===== config.mk =====
export PLATFORM = sky130hd
export DESIGN_NAME = cfp_core
export DESIGN_NICKNAME = d
export VERILOG_FILES = /design/src/hdl/cfp_dmem.v /design/src/hdl/cfp_alu.v /design/src/hdl/cfp_core.v
export VERILOG_INCLUDE_DIRS = /design/src /design/src/hdl
export SDC_FILE = /design/constraint.sdc
export NUM_CORES = 2
export LEC_CHECK = 0
export BUFFER_PORTS_ARGS = -buffer_cell sky130_fd_sc_hd__buf_2
export CAP_MARGIN = 20
export CORE_AREA = 2 2 610 612
export DETAILED_ROUTE_END_ITERATION = 7
export DIE_AREA = 0 0 612 614
export SETUP_SLACK_MARGIN = 0.15
export SLEW_MARGIN = 25
export SYNTH_ARGS = -nofsm -noshare
export SYNTH_HDL_FRONTEND = slang
export SYNTH_SLANG_ARGS = --single-unit

===== constraint.sdc =====
create_clock -name pclk -period 31.5 [get_ports pclk]
set_input_delay 9.45 -clock pclk [delete_from_list [all_inputs] [get_ports pclk]]
set_output_delay 9.45 -clock pclk [all_outputs]
set_load 0.01 [all_outputs]

===== src/hdl/cfp_defs.vh =====
`ifndef CFP_DEFS_VH
`define CFP_DEFS_VH
// ****************************************************
// apb register byte addresses
// ****************************************************
`define CFP_REG_FLAGS 8'h00
`define CFP_REG_PCL 8'h04
`define CFP_REG_PCH 8'h08
`define CFP_REG_TABLE_POINTER_LOW 8'h0c
`define CFP_REG_TABLE_POINTER_HIGH 8'h10
`define CFP_REG_TABLE_READ_HIGH_BYTE 8'h14
`define CFP_REG_ACC 8'h18
`define CFP_REG_CMD 8'h1c
`define CFP_REG_STAT 8'h20
// ****************************************************
// flag register bit positions
// ****************************************************
`define CFP_SC 7
`define CFP_CZ 6
`define CFP_TO 5
`define CFP_PDF 4
`define CFP_OV 3
`define CFP_Z 2
`define CFP_AC 1
`define CFP_C 0
`define CFP_FLAGS_RW 8'hcf
// ****************************************************
// command word layout
// ****************************************************
`define CFP_CMD_OP 3:0
`define CFP_CMD_ADDR 12:4
`define CFP_CMD_DEST 13
`define CFP_CMD_LONG 14
`define CFP_CMD_W 15
// ****************************************************
// operations
// ****************************************************
`define CFP_OP_MOVA 4'h0
`define CFP_OP_MOVM 4'h1
`define CFP_OP_ADD 4'h2
`define CFP_OP_ADC 4'h3
`define CFP_OP_SUB 4'h4
`define CFP_OP_SBC 4'h5
`define CFP_OP_AND 4'h6
`define CFP_OP_OR 4'h7
`define CFP_OP_XOR 4'h8
`define CFP_OP_RLC 4'h9
`define CFP_OP_RRC 4'ha
`define CFP_OP_TABRD 4'hb
`define CFP_OP_CLRWDT 4'hc
`define CFP_OP_HALT 4'hd
// ****************************************************
// data space: sector bit, mapped special locations
// ****************************************************
`define CFP_SECTOR_BIT 8
`define CFP_MEM_FLAGS 9'h00a
`define CFP_MEM_PCL 9'h006
`define CFP_PC_W 13
`define CFP_PCH_W 5
`endif


===== src/hdl/cfp_dmem.v =====
`timescale 1ns/1ps
`default_nettype none
// ****************************************************
// data memory, two sectors, registered read
// ****************************************************
module cfp_dmem (
   input wire pclk,
   input wire wr_en,
   input wire [8:0] addr,
   input wire [7:0] wdata,
   output reg [7:0] rdata
);
   reg [7:0] mem [0:511];

   always @(posedge pclk) begin
      if (wr_en) begin
         mem[addr] <= wdata;
      end
      rdata <= mem[addr];
   end
endmodule // cfp_dmem
`default_nettype wire


===== src/hdl/cfp_alu.v =====
`timescale 1ns/1ps
`default_nettype none
`include "cfp_defs.vh"
// ****************************************************
// alu: result and carry-type flags
// ****************************************************
module cfp_alu (
   input wire [3:0] op,
   input wire [7:0] a,
   input wire [7:0] b,
   input wire cin,
   output reg [7:0] res,
   output reg carry,
   output reg half_carry,
   output reg overflow
);
   reg [7:0] bx;
   reg ci;
   reg [8:0] sum9;
   reg [4:0] nib;
   reg [7:0] low7;

   always @* begin
      bx = b;
      ci = 1'b0;
      case (op)
         `CFP_OP_ADC: ci = cin;
         `CFP_OP_SUB: begin
            bx = ~b;
            ci = 1'b1;
         end
         `CFP_OP_SBC: begin
            bx = ~b;
            ci = cin;
         end
         default: ci = 1'b0;
      endcase
      sum9 = {1'b0, a} + {1'b0, bx} + {8'h00, ci};
      nib = {1'b0, a[3:0]} + {1'b0, bx[3:0]} + {4'h0, ci};
      low7 = {1'b0, a[6:0]} + {1'b0, bx[6:0]} + {7'h00, ci};
      res = sum9[7:0];
      carry = sum9[8];
      half_carry = nib[4];
      overflow = sum9[8] ^ low7[7];
      case (op)
         `CFP_OP_AND: res = a & b;
         `CFP_OP_OR: res = a | b;
         `CFP_OP_XOR: res = a ^ b;
         `CFP_OP_RLC: begin
            res = {b[6:0], cin};
            carry = b[7];
         end
         `CFP_OP_RRC: begin
            res = {cin, b[7:1]};
            carry = b[0];
         end
         default: res = sum9[7:0];
      endcase
   end
endmodule // cfp_alu
`default_nettype wire


===== src/hdl/cfp_core.v =====
// Decided for this implementation: the address map and the APB register port.
`timescale 1ns/1ps
`default_nettype none
`include "cfp_defs.vh"
// Overview of operation
// - eight-bit flag register, SC CZ TO SLEEP_ENTERED_FLAG OV Z AC C from bit 7 down.
// - zero flag set when an arithmetic or logic result is zero.
// - carry is add carry-out or no subtract borrow; rotates update it.
// - half carry is low-nibble carry, or no nibble borrow on subtract.
// - overflow is carry into bit 7 differing from carry out of it.
// - signed-compare flag is new overflow xor result msb.
// - plain subtracts copy zero result into chained-zero flag.
// - subtract-with-borrow ands old chained-zero with new zero result.
// - all other operations leave chained-zero flag untouched.
// - software writes never change watchdog-expired or sleep-entered flags.
// - watchdog flag cleared by reset, clear or halt; set by timeout.
// - sleep flag cleared by reset or watchdog clear; set by halt.
// - flags are never saved automatically on call or interrupt.
// - program counter low-byte write replaces only the low eight bits.
// - a low-byte jump inserts one dummy cycle.
// - table read fetches at pointer pair, high byte to table high.
// - extended address: bit 8 is sector, low eight bits offset.
// - no memory-to-memory move; data passes through the accumulator.
module cfp_core (
   input wire pclk,
   input wire presetn,
   input wire psel,
   input wire penable,
   input wire pwrite,
   input wire [7:0] paddr,
   input wire [31:0] pwdata,
   output reg [31:0] prdata,
   output wire pready,
   output wire pslverr,
   input wire watchdog_timeout,
   output wire [`CFP_PC_W-1:0] pc,
   output reg dummy_cycle,
   output reg [15:0] prog_addr,
   output reg prog_rd,
   input wire [15:0] prog_data,
   output reg halt_pulse,
   output reg watchdog_clear_instruction,
   output wire [7:0] cpu_flag_register
);
   localparam ST_IDLE = 3'd0;
   localparam ST_READ = 3'd1;
   localparam ST_EXEC = 3'd2;
   localparam ST_DUMMY = 3'd3;

   // ****************************************************
   // decode helpers
   // ****************************************************
   function is_arith;
      input [3:0] op;
      begin
         is_arith = (op == `CFP_OP_ADD) || (op == `CFP_OP_ADC) ||
            (op == `CFP_OP_SUB) || (op == `CFP_OP_SBC);
      end
   endfunction

   function is_logic;
      input [3:0] op;
      begin
         is_logic = (op == `CFP_OP_AND) || (op == `CFP_OP_OR) ||
            (op == `CFP_OP_XOR);
      end
   endfunction

   function is_rotate;
      input [3:0] op;
      begin
         is_rotate = (op == `CFP_OP_RLC) || (op == `CFP_OP_RRC);
      end
   endfunction

   reg [2:0] state;
   reg was_idle;
   reg [7:0] arith_flags;
   reg sys_to;
   reg sys_pdf;
   wire [7:0] flags;
   reg [7:0] program_counter_low_byte;
   reg [`CFP_PCH_W-1:0] pc_high;
   reg [7:0] table_pointer_low;
   reg [7:0] table_pointer_high;
   reg [7:0] table_read_high_byte;
   reg [7:0] acc;
   reg [`CFP_CMD_W-1:0] cmd;
   reg wdt_meta;
   reg wdt_sync;
   reg [7:0] operand;
   reg [7:0] dest_data;
   reg to_acc;
   reg mem_we;
   reg flag_dest;
   reg pcl_dest;
   reg [7:0] next_flags;
   reg [31:0] next_prdata;
   reg addr_ok;

   wire [3:0] op;
   wire [8:0] ext_addr;
   wire [7:0] dmem_rdata;
   wire [7:0] alu_res;
   wire alu_c;
   wire alu_ac;
   wire alu_ov;
   wire alu_z;
   wire apb_acc;
   wire apb_wr;
   wire in_exec;
   wire do_halt;
   wire do_clrwdt;

   assign op = cmd[`CFP_CMD_OP];
   // short forms reach sector 0 only
   assign ext_addr = cmd[`CFP_CMD_LONG] ? cmd[`CFP_CMD_ADDR] :
      {1'b0, cmd[`CFP_SECTOR_BIT+3:4]};
   assign pc = {pc_high, program_counter_low_byte};
   assign flags = {arith_flags[7:6], sys_to, sys_pdf, arith_flags[3:0]};
   assign cpu_flag_register = flags;
   assign pready = (state == ST_IDLE) && was_idle;
   assign apb_acc = psel && penable && pready;
   assign apb_wr = apb_acc && pwrite;
   assign pslverr = apb_acc && !addr_ok;
   assign in_exec = (state == ST_EXEC);
   assign do_halt = in_exec && (op == `CFP_OP_HALT);
   assign do_clrwdt = in_exec && (op == `CFP_OP_CLRWDT);
   assign alu_z = (alu_res == 8'h00);

   // ****************************************************
   // datapath
   // ****************************************************
   cfp_alu u_alu (
      .op(op),
      .a(acc),
      .b(operand),
      .cin(flags[`CFP_C]),
      .res(alu_res),
      .carry(alu_c),
      .half_carry(alu_ac),
      .overflow(alu_ov)
   );

   cfp_dmem u_dmem (
      .pclk(pclk),
      .wr_en(mem_we),
      .addr(ext_addr),
      .wdata(dest_data),
      .rdata(dmem_rdata)
   );

   // ****************************************************
   // operand select and destination steering
   // ****************************************************
   always @* begin
      if (ext_addr == `CFP_MEM_FLAGS) begin
         operand = flags;
      end else if (ext_addr == `CFP_MEM_PCL) begin
         operand = program_counter_low_byte;
      end else begin
         operand = dmem_rdata;
      end
      // results land in acc or one memory byte, never memory to memory
      case (op)
         `CFP_OP_MOVA: begin
            dest_data = operand;
            to_acc = 1'b1;
         end
         `CFP_OP_MOVM: begin
            dest_data = acc;
            to_acc = 1'b0;
         end
         `CFP_OP_TABRD: begin
            dest_data = prog_data[7:0];
            to_acc = !cmd[`CFP_CMD_DEST];
         end
         `CFP_OP_CLRWDT, `CFP_OP_HALT: begin
            dest_data = acc;
            to_acc = 1'b1;
         end
         default: begin
            dest_data = alu_res;
            to_acc = !cmd[`CFP_CMD_DEST];
         end
      endcase
      flag_dest = in_exec && !to_acc && (ext_addr == `CFP_MEM_FLAGS);
      pcl_dest = in_exec && !to_acc && (ext_addr == `CFP_MEM_PCL);
      mem_we = in_exec && !to_acc && !flag_dest && !pcl_dest;
   end

   // ****************************************************
   // next flag value for writable bits
   // ****************************************************
   always @* begin
      next_flags = flags;
      if (apb_wr && (paddr == `CFP_REG_FLAGS)) begin
         next_flags = pwdata[7:0];
      end else if (flag_dest) begin
         next_flags = dest_data;
      end else if (in_exec && is_arith(op)) begin
         next_flags[`CFP_Z] = alu_z;
         next_flags[`CFP_C] = alu_c;
         next_flags[`CFP_AC] = alu_ac;
         next_flags[`CFP_OV] = alu_ov;
         next_flags[`CFP_SC] = alu_ov ^ alu_res[7];
         if (op == `CFP_OP_SUB) begin
            next_flags[`CFP_CZ] = alu_z;
         end else if (op == `CFP_OP_SBC) begin
            next_flags[`CFP_CZ] = flags[`CFP_CZ] & alu_z;
         end
      end else if (in_exec && is_logic(op)) begin
         next_flags[`CFP_Z] = alu_z;
      end else if (in_exec && is_rotate(op)) begin
         next_flags[`CFP_C] = alu_c;
      end
      // chained zero otherwise held
   end

   // ****************************************************
   // flag register
   // ****************************************************
   // arithmetic bits have no reset value
   always @(posedge pclk) begin
      arith_flags[7:6] <= next_flags[7:6];
      arith_flags[3:0] <= next_flags[3:0];
   end

   // timeout set wins over a same-cycle clear
   always @(posedge pclk or negedge presetn) begin
      if (!presetn) begin
         sys_to <= 1'b0;
         sys_pdf <= 1'b0;
      end else begin
         if (wdt_sync) begin
            sys_to <= 1'b1;
         end else if (do_clrwdt || do_halt) begin
            sys_to <= 1'b0;
         end
         if (do_halt) begin
            sys_pdf <= 1'b1;
         end else if (do_clrwdt) begin
            sys_pdf <= 1'b0;
         end
      end
   end

   // ****************************************************
   // sequencer and software-visible registers
   // ****************************************************
   // nothing here saves flags on call or interrupt
   always @(posedge pclk or negedge presetn) begin
      if (!presetn) begin
         state <= ST_IDLE;
         was_idle <= 1'b1;
         wdt_meta <= 1'b0;
         wdt_sync <= 1'b0;
         program_counter_low_byte <= 8'h00;
         pc_high <= {`CFP_PCH_W{1'b0}};
         table_pointer_low <= 8'h00;
         table_pointer_high <= 8'h00;
         table_read_high_byte <= 8'h00;
         acc <= 8'h00;
         cmd <= {`CFP_CMD_W{1'b0}};
         dummy_cycle <= 1'b0;
         prog_addr <= 16'h0000;
         prog_rd <= 1'b0;
         halt_pulse <= 1'b0;
         watchdog_clear_instruction <= 1'b0;
      end else begin
         wdt_meta <= watchdog_timeout;
         wdt_sync <= wdt_meta;
         was_idle <= (state == ST_IDLE);
         prog_rd <= 1'b0;
         dummy_cycle <= 1'b0;
         halt_pulse <= do_halt;
         watchdog_clear_instruction <= do_clrwdt;
         case (state)
            ST_IDLE: begin
               if (apb_wr) begin
                  case (paddr)
                     `CFP_REG_PCL: begin
                        program_counter_low_byte <= pwdata[7:0];
                        state <= ST_DUMMY;
                     end
                     `CFP_REG_PCH: pc_high <= pwdata[`CFP_PCH_W-1:0];
                     `CFP_REG_TABLE_POINTER_LOW: table_pointer_low <= pwdata[7:0];
                     `CFP_REG_TABLE_POINTER_HIGH: table_pointer_high <= pwdata[7:0];
                     `CFP_REG_ACC: acc <= pwdata[7:0];
                     `CFP_REG_CMD: begin
                        cmd <= pwdata[`CFP_CMD_W-1:0];
                        state <= ST_READ;
                        // fetch early so the word is ready in exec
                        if (pwdata[`CFP_CMD_OP] == `CFP_OP_TABRD) begin
                           prog_addr <= {table_pointer_high,
                              table_pointer_low};
                           prog_rd <= 1'b1;
                        end
                     end
                     default: state <= ST_IDLE;
                  endcase
               end
            end
            ST_READ: begin
               state <= ST_EXEC;
            end
            ST_EXEC: begin
               if (op == `CFP_OP_TABRD) begin
                  table_read_high_byte <= prog_data[15:8];
               end
               if (to_acc) begin
                  acc <= dest_data;
               end
               if (pcl_dest) begin
                  program_counter_low_byte <= dest_data;
                  state <= ST_DUMMY;
               end else begin
                  state <= ST_IDLE;
               end
            end
            ST_DUMMY: begin
               dummy_cycle <= 1'b1;
               state <= ST_IDLE;
            end
            default: state <= ST_IDLE;
         endcase
      end
   end

   // ****************************************************
   // read mux and address check
   // ****************************************************
   always @* begin
      next_prdata = 32'h0000_0000;
      addr_ok = 1'b1;
      case (paddr)
         `CFP_REG_FLAGS: next_prdata[7:0] = flags;
         `CFP_REG_PCL: next_prdata[7:0] = program_counter_low_byte;
         `CFP_REG_PCH: next_prdata[`CFP_PCH_W-1:0] = pc_high;
         `CFP_REG_TABLE_POINTER_LOW: next_prdata[7:0] = table_pointer_low;
         `CFP_REG_TABLE_POINTER_HIGH: next_prdata[7:0] = table_pointer_high;
         `CFP_REG_TABLE_READ_HIGH_BYTE: next_prdata[7:0] = table_read_high_byte;
         `CFP_REG_ACC: next_prdata[7:0] = acc;
         `CFP_REG_CMD: next_prdata[`CFP_CMD_W-1:0] = cmd;
         `CFP_REG_STAT: next_prdata[0] = (state != ST_IDLE);
         default: addr_ok = 1'b0;
      endcase
   end

   always @(posedge pclk or negedge presetn) begin
      if (!presetn) begin
         prdata <= 32'h0000_0000;
      end else if (psel && !pwrite) begin
         prdata <= next_prdata;
      end
   end
endmodule // cfp_core
`default_nettype wire


==> out/summary.log <==
INFO  global_routing grt_antenna_before_repair=25
INFO  drt            average_vias_per_placed_instance=6.28
INFO  die            fp.dieArea=376000µm²
INFO  critical_path  worst-endpoint-required=22050ps
INFO  drt            drt_drc_violations_left=4
INFO  timing         slew_violations=0
INFO  critical_path  cp_slowest_stage_delay=470ps
INFO  critical_path  timing.critical_path.to_type=output pin
INFO  power_and_ir_drop power.internal=9.27mW
INFO  global_routing via_count_of_the_first_global_routing_pass=82754
INFO  timing         relSlewSlack=24.4%
INFO  die            fp.coreArea=370000µm²
INFO  placed_design  cell_count_post_placement=12736
INFO  timing         setup_viol_count_final=0
INFO  hold_path      min_to=wdt_sync$_DFF_PN0_
INFO  timing         whs=357ps
INFO  critical_path  critPathLaunchType=primary input
INFO  clock_tree     cts.htree.levels=5
INFO  timing         timing.setup.tns=0ps
INFO  global_routing grt_first_pass_wirelength=660mm
INFO  timing         grt_setup_unrepaired=false
INFO  placed_design  pre_cts_slack=11330ps
INFO  final_layout   layout-drive-gt1-share=24.9%
INFO  die            num_rows=224
INFO  hold_path      holdCritStartpoint=wdt_meta$_DFF_PN0_
INFO  critical_path  path_common_cell=buf_2
INFO  placed_design  dpl.hpwl=285mm
INFO  final_layout   layout.area.seq=126000µm²
INFO  clock_tree     clock_latency=980ps
INFO  clock_tree     cts_hold_buf=0
INFO  yosys          async_flop_share=2.42%
INFO  clock_tree     cts_clock_pin_slew_for_the_worst_setup_and_hold_paths=50ps
INFO  critical_path  critical_path.reg2reg.endpoint=u_dmem.mem[339][7]$_DFFE_PP_
INFO  critical_path  critical_path_peak_fanout=23
INFO  run_status     status=finished with violations
INFO  power_and_ir_drop ir_drop=0.0451mV
INFO  power_and_ir_drop p_per_area=63.2nW/µm²
INFO  yosys          dominantRegCellSynth=edfxtp_1
INFO  clock_tree     clk_path_buf_depth=4
INFO  timing         finalHoldViolCount=0
INFO  die            initial_core_util=44.8%
INFO  drt            drtAntennaViolNets=0
INFO  timing         timing.fmax=49.6MHz
INFO  power_and_ir_drop power_switching=2.49mW
INFO  critical_path  reg2reg_setup_slack=23300ps
INFO  yosys          synthesis.instances=7929
INFO  power_and_ir_drop clock_power_share=42.6%
INFO  global_routing globalRouteTotalUtil=25.0%
INFO  timing         tightestPinTransition=1130ps
INFO  critical_path  crit_path_class=primary input to output pin
INFO  clock_tree     cts_post_setup_buffers_inserted=0
INFO  yosys          syn_area=166000µm²
INFO  global_routing grt_max_degree=215
INFO  yosys          post_synth.cell_area_avg=20.9µm²
INFO  timing         finClkSkew=61.5ps
INFO  drt            dr.pass1.iters=8
INFO  timing         period_needed=20160ps
INFO  critical_path  path_cells=buf_2, or3_1, a21oi_1, nor2_1, buf_2
INFO  power_and_ir_drop sw_frac_of_total=21.2%
INFO  placed_design  place.gp.congestion=0.880
INFO  yosys          synthDominantAreaCellType=edfxtp_1
INFO  critical_path  worst_ep_arrival_time=10710ps
INFO  placed_design  io_buffers=102
INFO  critical_path  crit-reg2reg-launch=cmd[6]$_DFFE_PN0P_
INFO  yosys          yosys_warnings=0
INFO  yosys          synth_edf_count=4102
INFO  final_layout   nNetsFinal=8286
INFO  critical_path  timing.critical_path.slowest_stage_cell=or3_1
INFO  clock_tree     clock_sink_count=4212
INFO  yosys          synth.top_cells.by_area=edfxtp_1, mux4_2, mux2i_1, dfrtp_1, nor2_1
INFO  power_and_ir_drop power.sequential.fraction=53.7%
INFO  timing         min_period_over_period=64.0%
INFO  yosys          synth.ff_latch_count=4212
INFO  timing         worst_slack=11340ps
INFO  final_layout   post_layout_nonfiller_instances=13536
INFO  hold_path      whs_path_depth=0
INFO  die            die-height=614µm
INFO  run            max_cap_viol_count=0
INFO  placed_design  placedInstanceArea=172000µm²
INFO  drt            detailroute.via_count=85017
INFO  critical_path  reg2reg_depth=16
INFO  final_layout   multi_input_area=37500µm²
INFO  die            ioPinCount=137
INFO  clock_tree     clock-root-buffer=clkbuf_16
INFO  drt            wl_per_cell=35.1µm
INFO  final_layout   layout.core_utilization=50.2%
INFO  drt            wl=475mm
INFO  clock_tree     inserted_clock_buffers=426
INFO  power_and_ir_drop combPwrFrac=3.7%
INFO  yosys          synth.top_cell.area_share=74.3%
INFO  clock_tree     postCtsResizedCells=0
INFO  clock_tree     cts_tree=yes
INFO  final_layout   fin_area=186000µm²
INFO  yosys          yosysUniqueCellTypes=95
INFO  power_and_ir_drop post-layout-total-power=11.8mW
INFO  global_routing grt_remaining_overflow=0
INFO  drt            drt_iter0_markers=12215
INFO  run_status     failed_checks=DRC
INFO  hold_path      hold_path_class=register to register
INFO  power_and_ir_drop p_leak=56.9nW
INFO  yosys          seq_area_frac_synth=75.9%
INFO  die            fp.dieW=612µm
INFO  final_layout   fillCellCount=29238
INFO  final_layout   areaGrowthSynthToFinish=12.2%
[flip-flops by register name (all words and copies together), names as in the netlist]
signal / count
prog_addr: 16
state: 2
u_dmem.rdata: 8
sys_pdf: 1
u_dmem.mem: 4096
table_read_high_byte: 8
table_pointer_low: 8
was_idle: 1
sys_to: 1
halt_pulse: 1
prdata: 15
program_counter_low_byte: 8
acc: 8
wdt_meta: 1
watchdog_clear_instruction: 1
pc_high: 5
table_pointer_high: 8
prog_rd: 1
wdt_sync: 1
cmd: 15
cpu_flag_register: 6
dummy_cycle: 1
[worst max-delay path, delay by kind of cell]
family	cells	cell delay [ps]
and+or+nand+nor	2	550
buffers and inverters	2	430
AOI/OAI and AO/OA	1	260
[how the worst max path moves through the flow]
stage                        from                    endpoint  slack [ps]  depth (start not counted)
2_1_floorplan  cmd[9]$_DFFE_PN0P_  u_dmem.mem[0][6]$_DFFE_PP_        3190                         15
3_3_place_gp             paddr[2]                     pslverr       11390                          5
3_5_place_dp             paddr[2]                     pslverr       11330                          5
4_1_cts                  paddr[2]                     pslverr       11330                          5
5_1_grt                  paddr[2]                     pslverr       11270                          5
6_report                 paddr[2]                     pslverr       11340                          5
[cell type report]
| class | count | area share (%) |
|---|---|---|
| Multi-Input combinational cell | 3201 | 20.2 |
| Timing Repair Buffer | 322 | 1.32 |
| Antenna cell | 17 | 0.0229 |
| Clock buffer | 541 | 6.14 |
| Tap cell | 4972 | 3.34 |
| Clock inverter | 235 | 1.21 |
| Sequential cell | 4212 | 67.7 |
| Inverter | 36 | 0.0928 |
[cell usage in the layout, fill, tap and decap left out, types with 10 or more instances in the layout]
cell type / synthesis / final
clkbuf_1: 249 / 95
buf_12: 1 / 11
clkbuf_16: 0 / 438
nor2_1: 633 / 623
nand4_1: 20 / 20
buf_2: 102 / 101
o221ai_1: 15 / 15
buf_4: 89 / 198
nor2b_1: 23 / 16
mux4_2: 1057 / 1057
mux2i_1: 301 / 301
dfrtp_1: 101 / 94
a31oi_1: 19 / 18
edfxtp_1: 4102 / 4102
and3_1: 12 / 12
a221oi_1: 48 / 48
inv_1: 33 / 30
o21ai_0: 81 / 80
o211ai_1: 21 / 21
ha_1: 23 / 23
o22ai_1: 54 / 54
bufinv_16: 0 / 39
a211oi_1: 15 / 14
clkinv_2: 0 / 62
o31ai_1: 11 / 10
diode_2: 0 / 17
nand3_1: 74 / 69
a2111oi_0: 13 / 13
o21a_1: 10 / 10
clkinvlp_4: 0 / 13
nor3_1: 39 / 36
nand2_1: 222 / 214
clkinv_1: 0 / 95
mux2_2: 73 / 73
a22oi_1: 128 / 128
nand2b_1: 14 / 13
a22o_1: 24 / 24
conb_1: 1 / 33
a21oi_1: 82 / 79
[cells by family after synthesis]
kind of cell / synth area share, %
xor+xnor: 0.0740
mux: 16.8
other cells: 0.00226
buf+inv: 1.69
flops: 75.9
fa+ha+maj: 0.198
simple gates: 2.85
compound gates: 2.48
[per-layer routing]
layer / up-vias / part of all wire, % / global-route usage, %
li1: 33467 / - / -
met1: 45846 / 39 / 35.6
met2: 4938 / 47 / 38.9
met3: 762 / 10 / 4.96
met4: 4 / 3.8 / 8.44
met5: - / 0.0057 / 0
[synthesized netlist by cell type (24+ instances only)]
| master | instances |
|---|---|
| edfxtp_1 | 4102 |
| mux4_2 | 1057 |
| nor2_1 | 633 |
| mux2i_1 | 301 |
| clkbuf_1 | 249 |
| nand2_1 | 222 |
| a22oi_1 | 128 |
| buf_2 | 102 |
| dfrtp_1 | 101 |
| buf_4 | 89 |
| a21oi_1 | 82 |
| o21ai_0 | 81 |
| nand3_1 | 74 |
| mux2_2 | 73 |
| o22ai_1 | 54 |
| a221oi_1 | 48 |
| nor3_1 | 39 |
| buf_6 | 36 |
| buf_1 | 35 |
| inv_1 | 33 |
| a22o_1 | 24 |
[power groups by stage]
stage / clock, mW / combinational (mW) / sequential (mW)
global placement: 0 / 0.401 / 6.44
finish: 5.01 / 0.434 / 6.32
CTS: 5.06 / 0.425 / 6.32
detailed placement: 0 / 0.425 / 6.44
floorplan: 0 / 0.212 / 6.61
global route: 5.27 / 0.460 / 6.32
No activity file was read; power rests on OpenSTA's default activity.
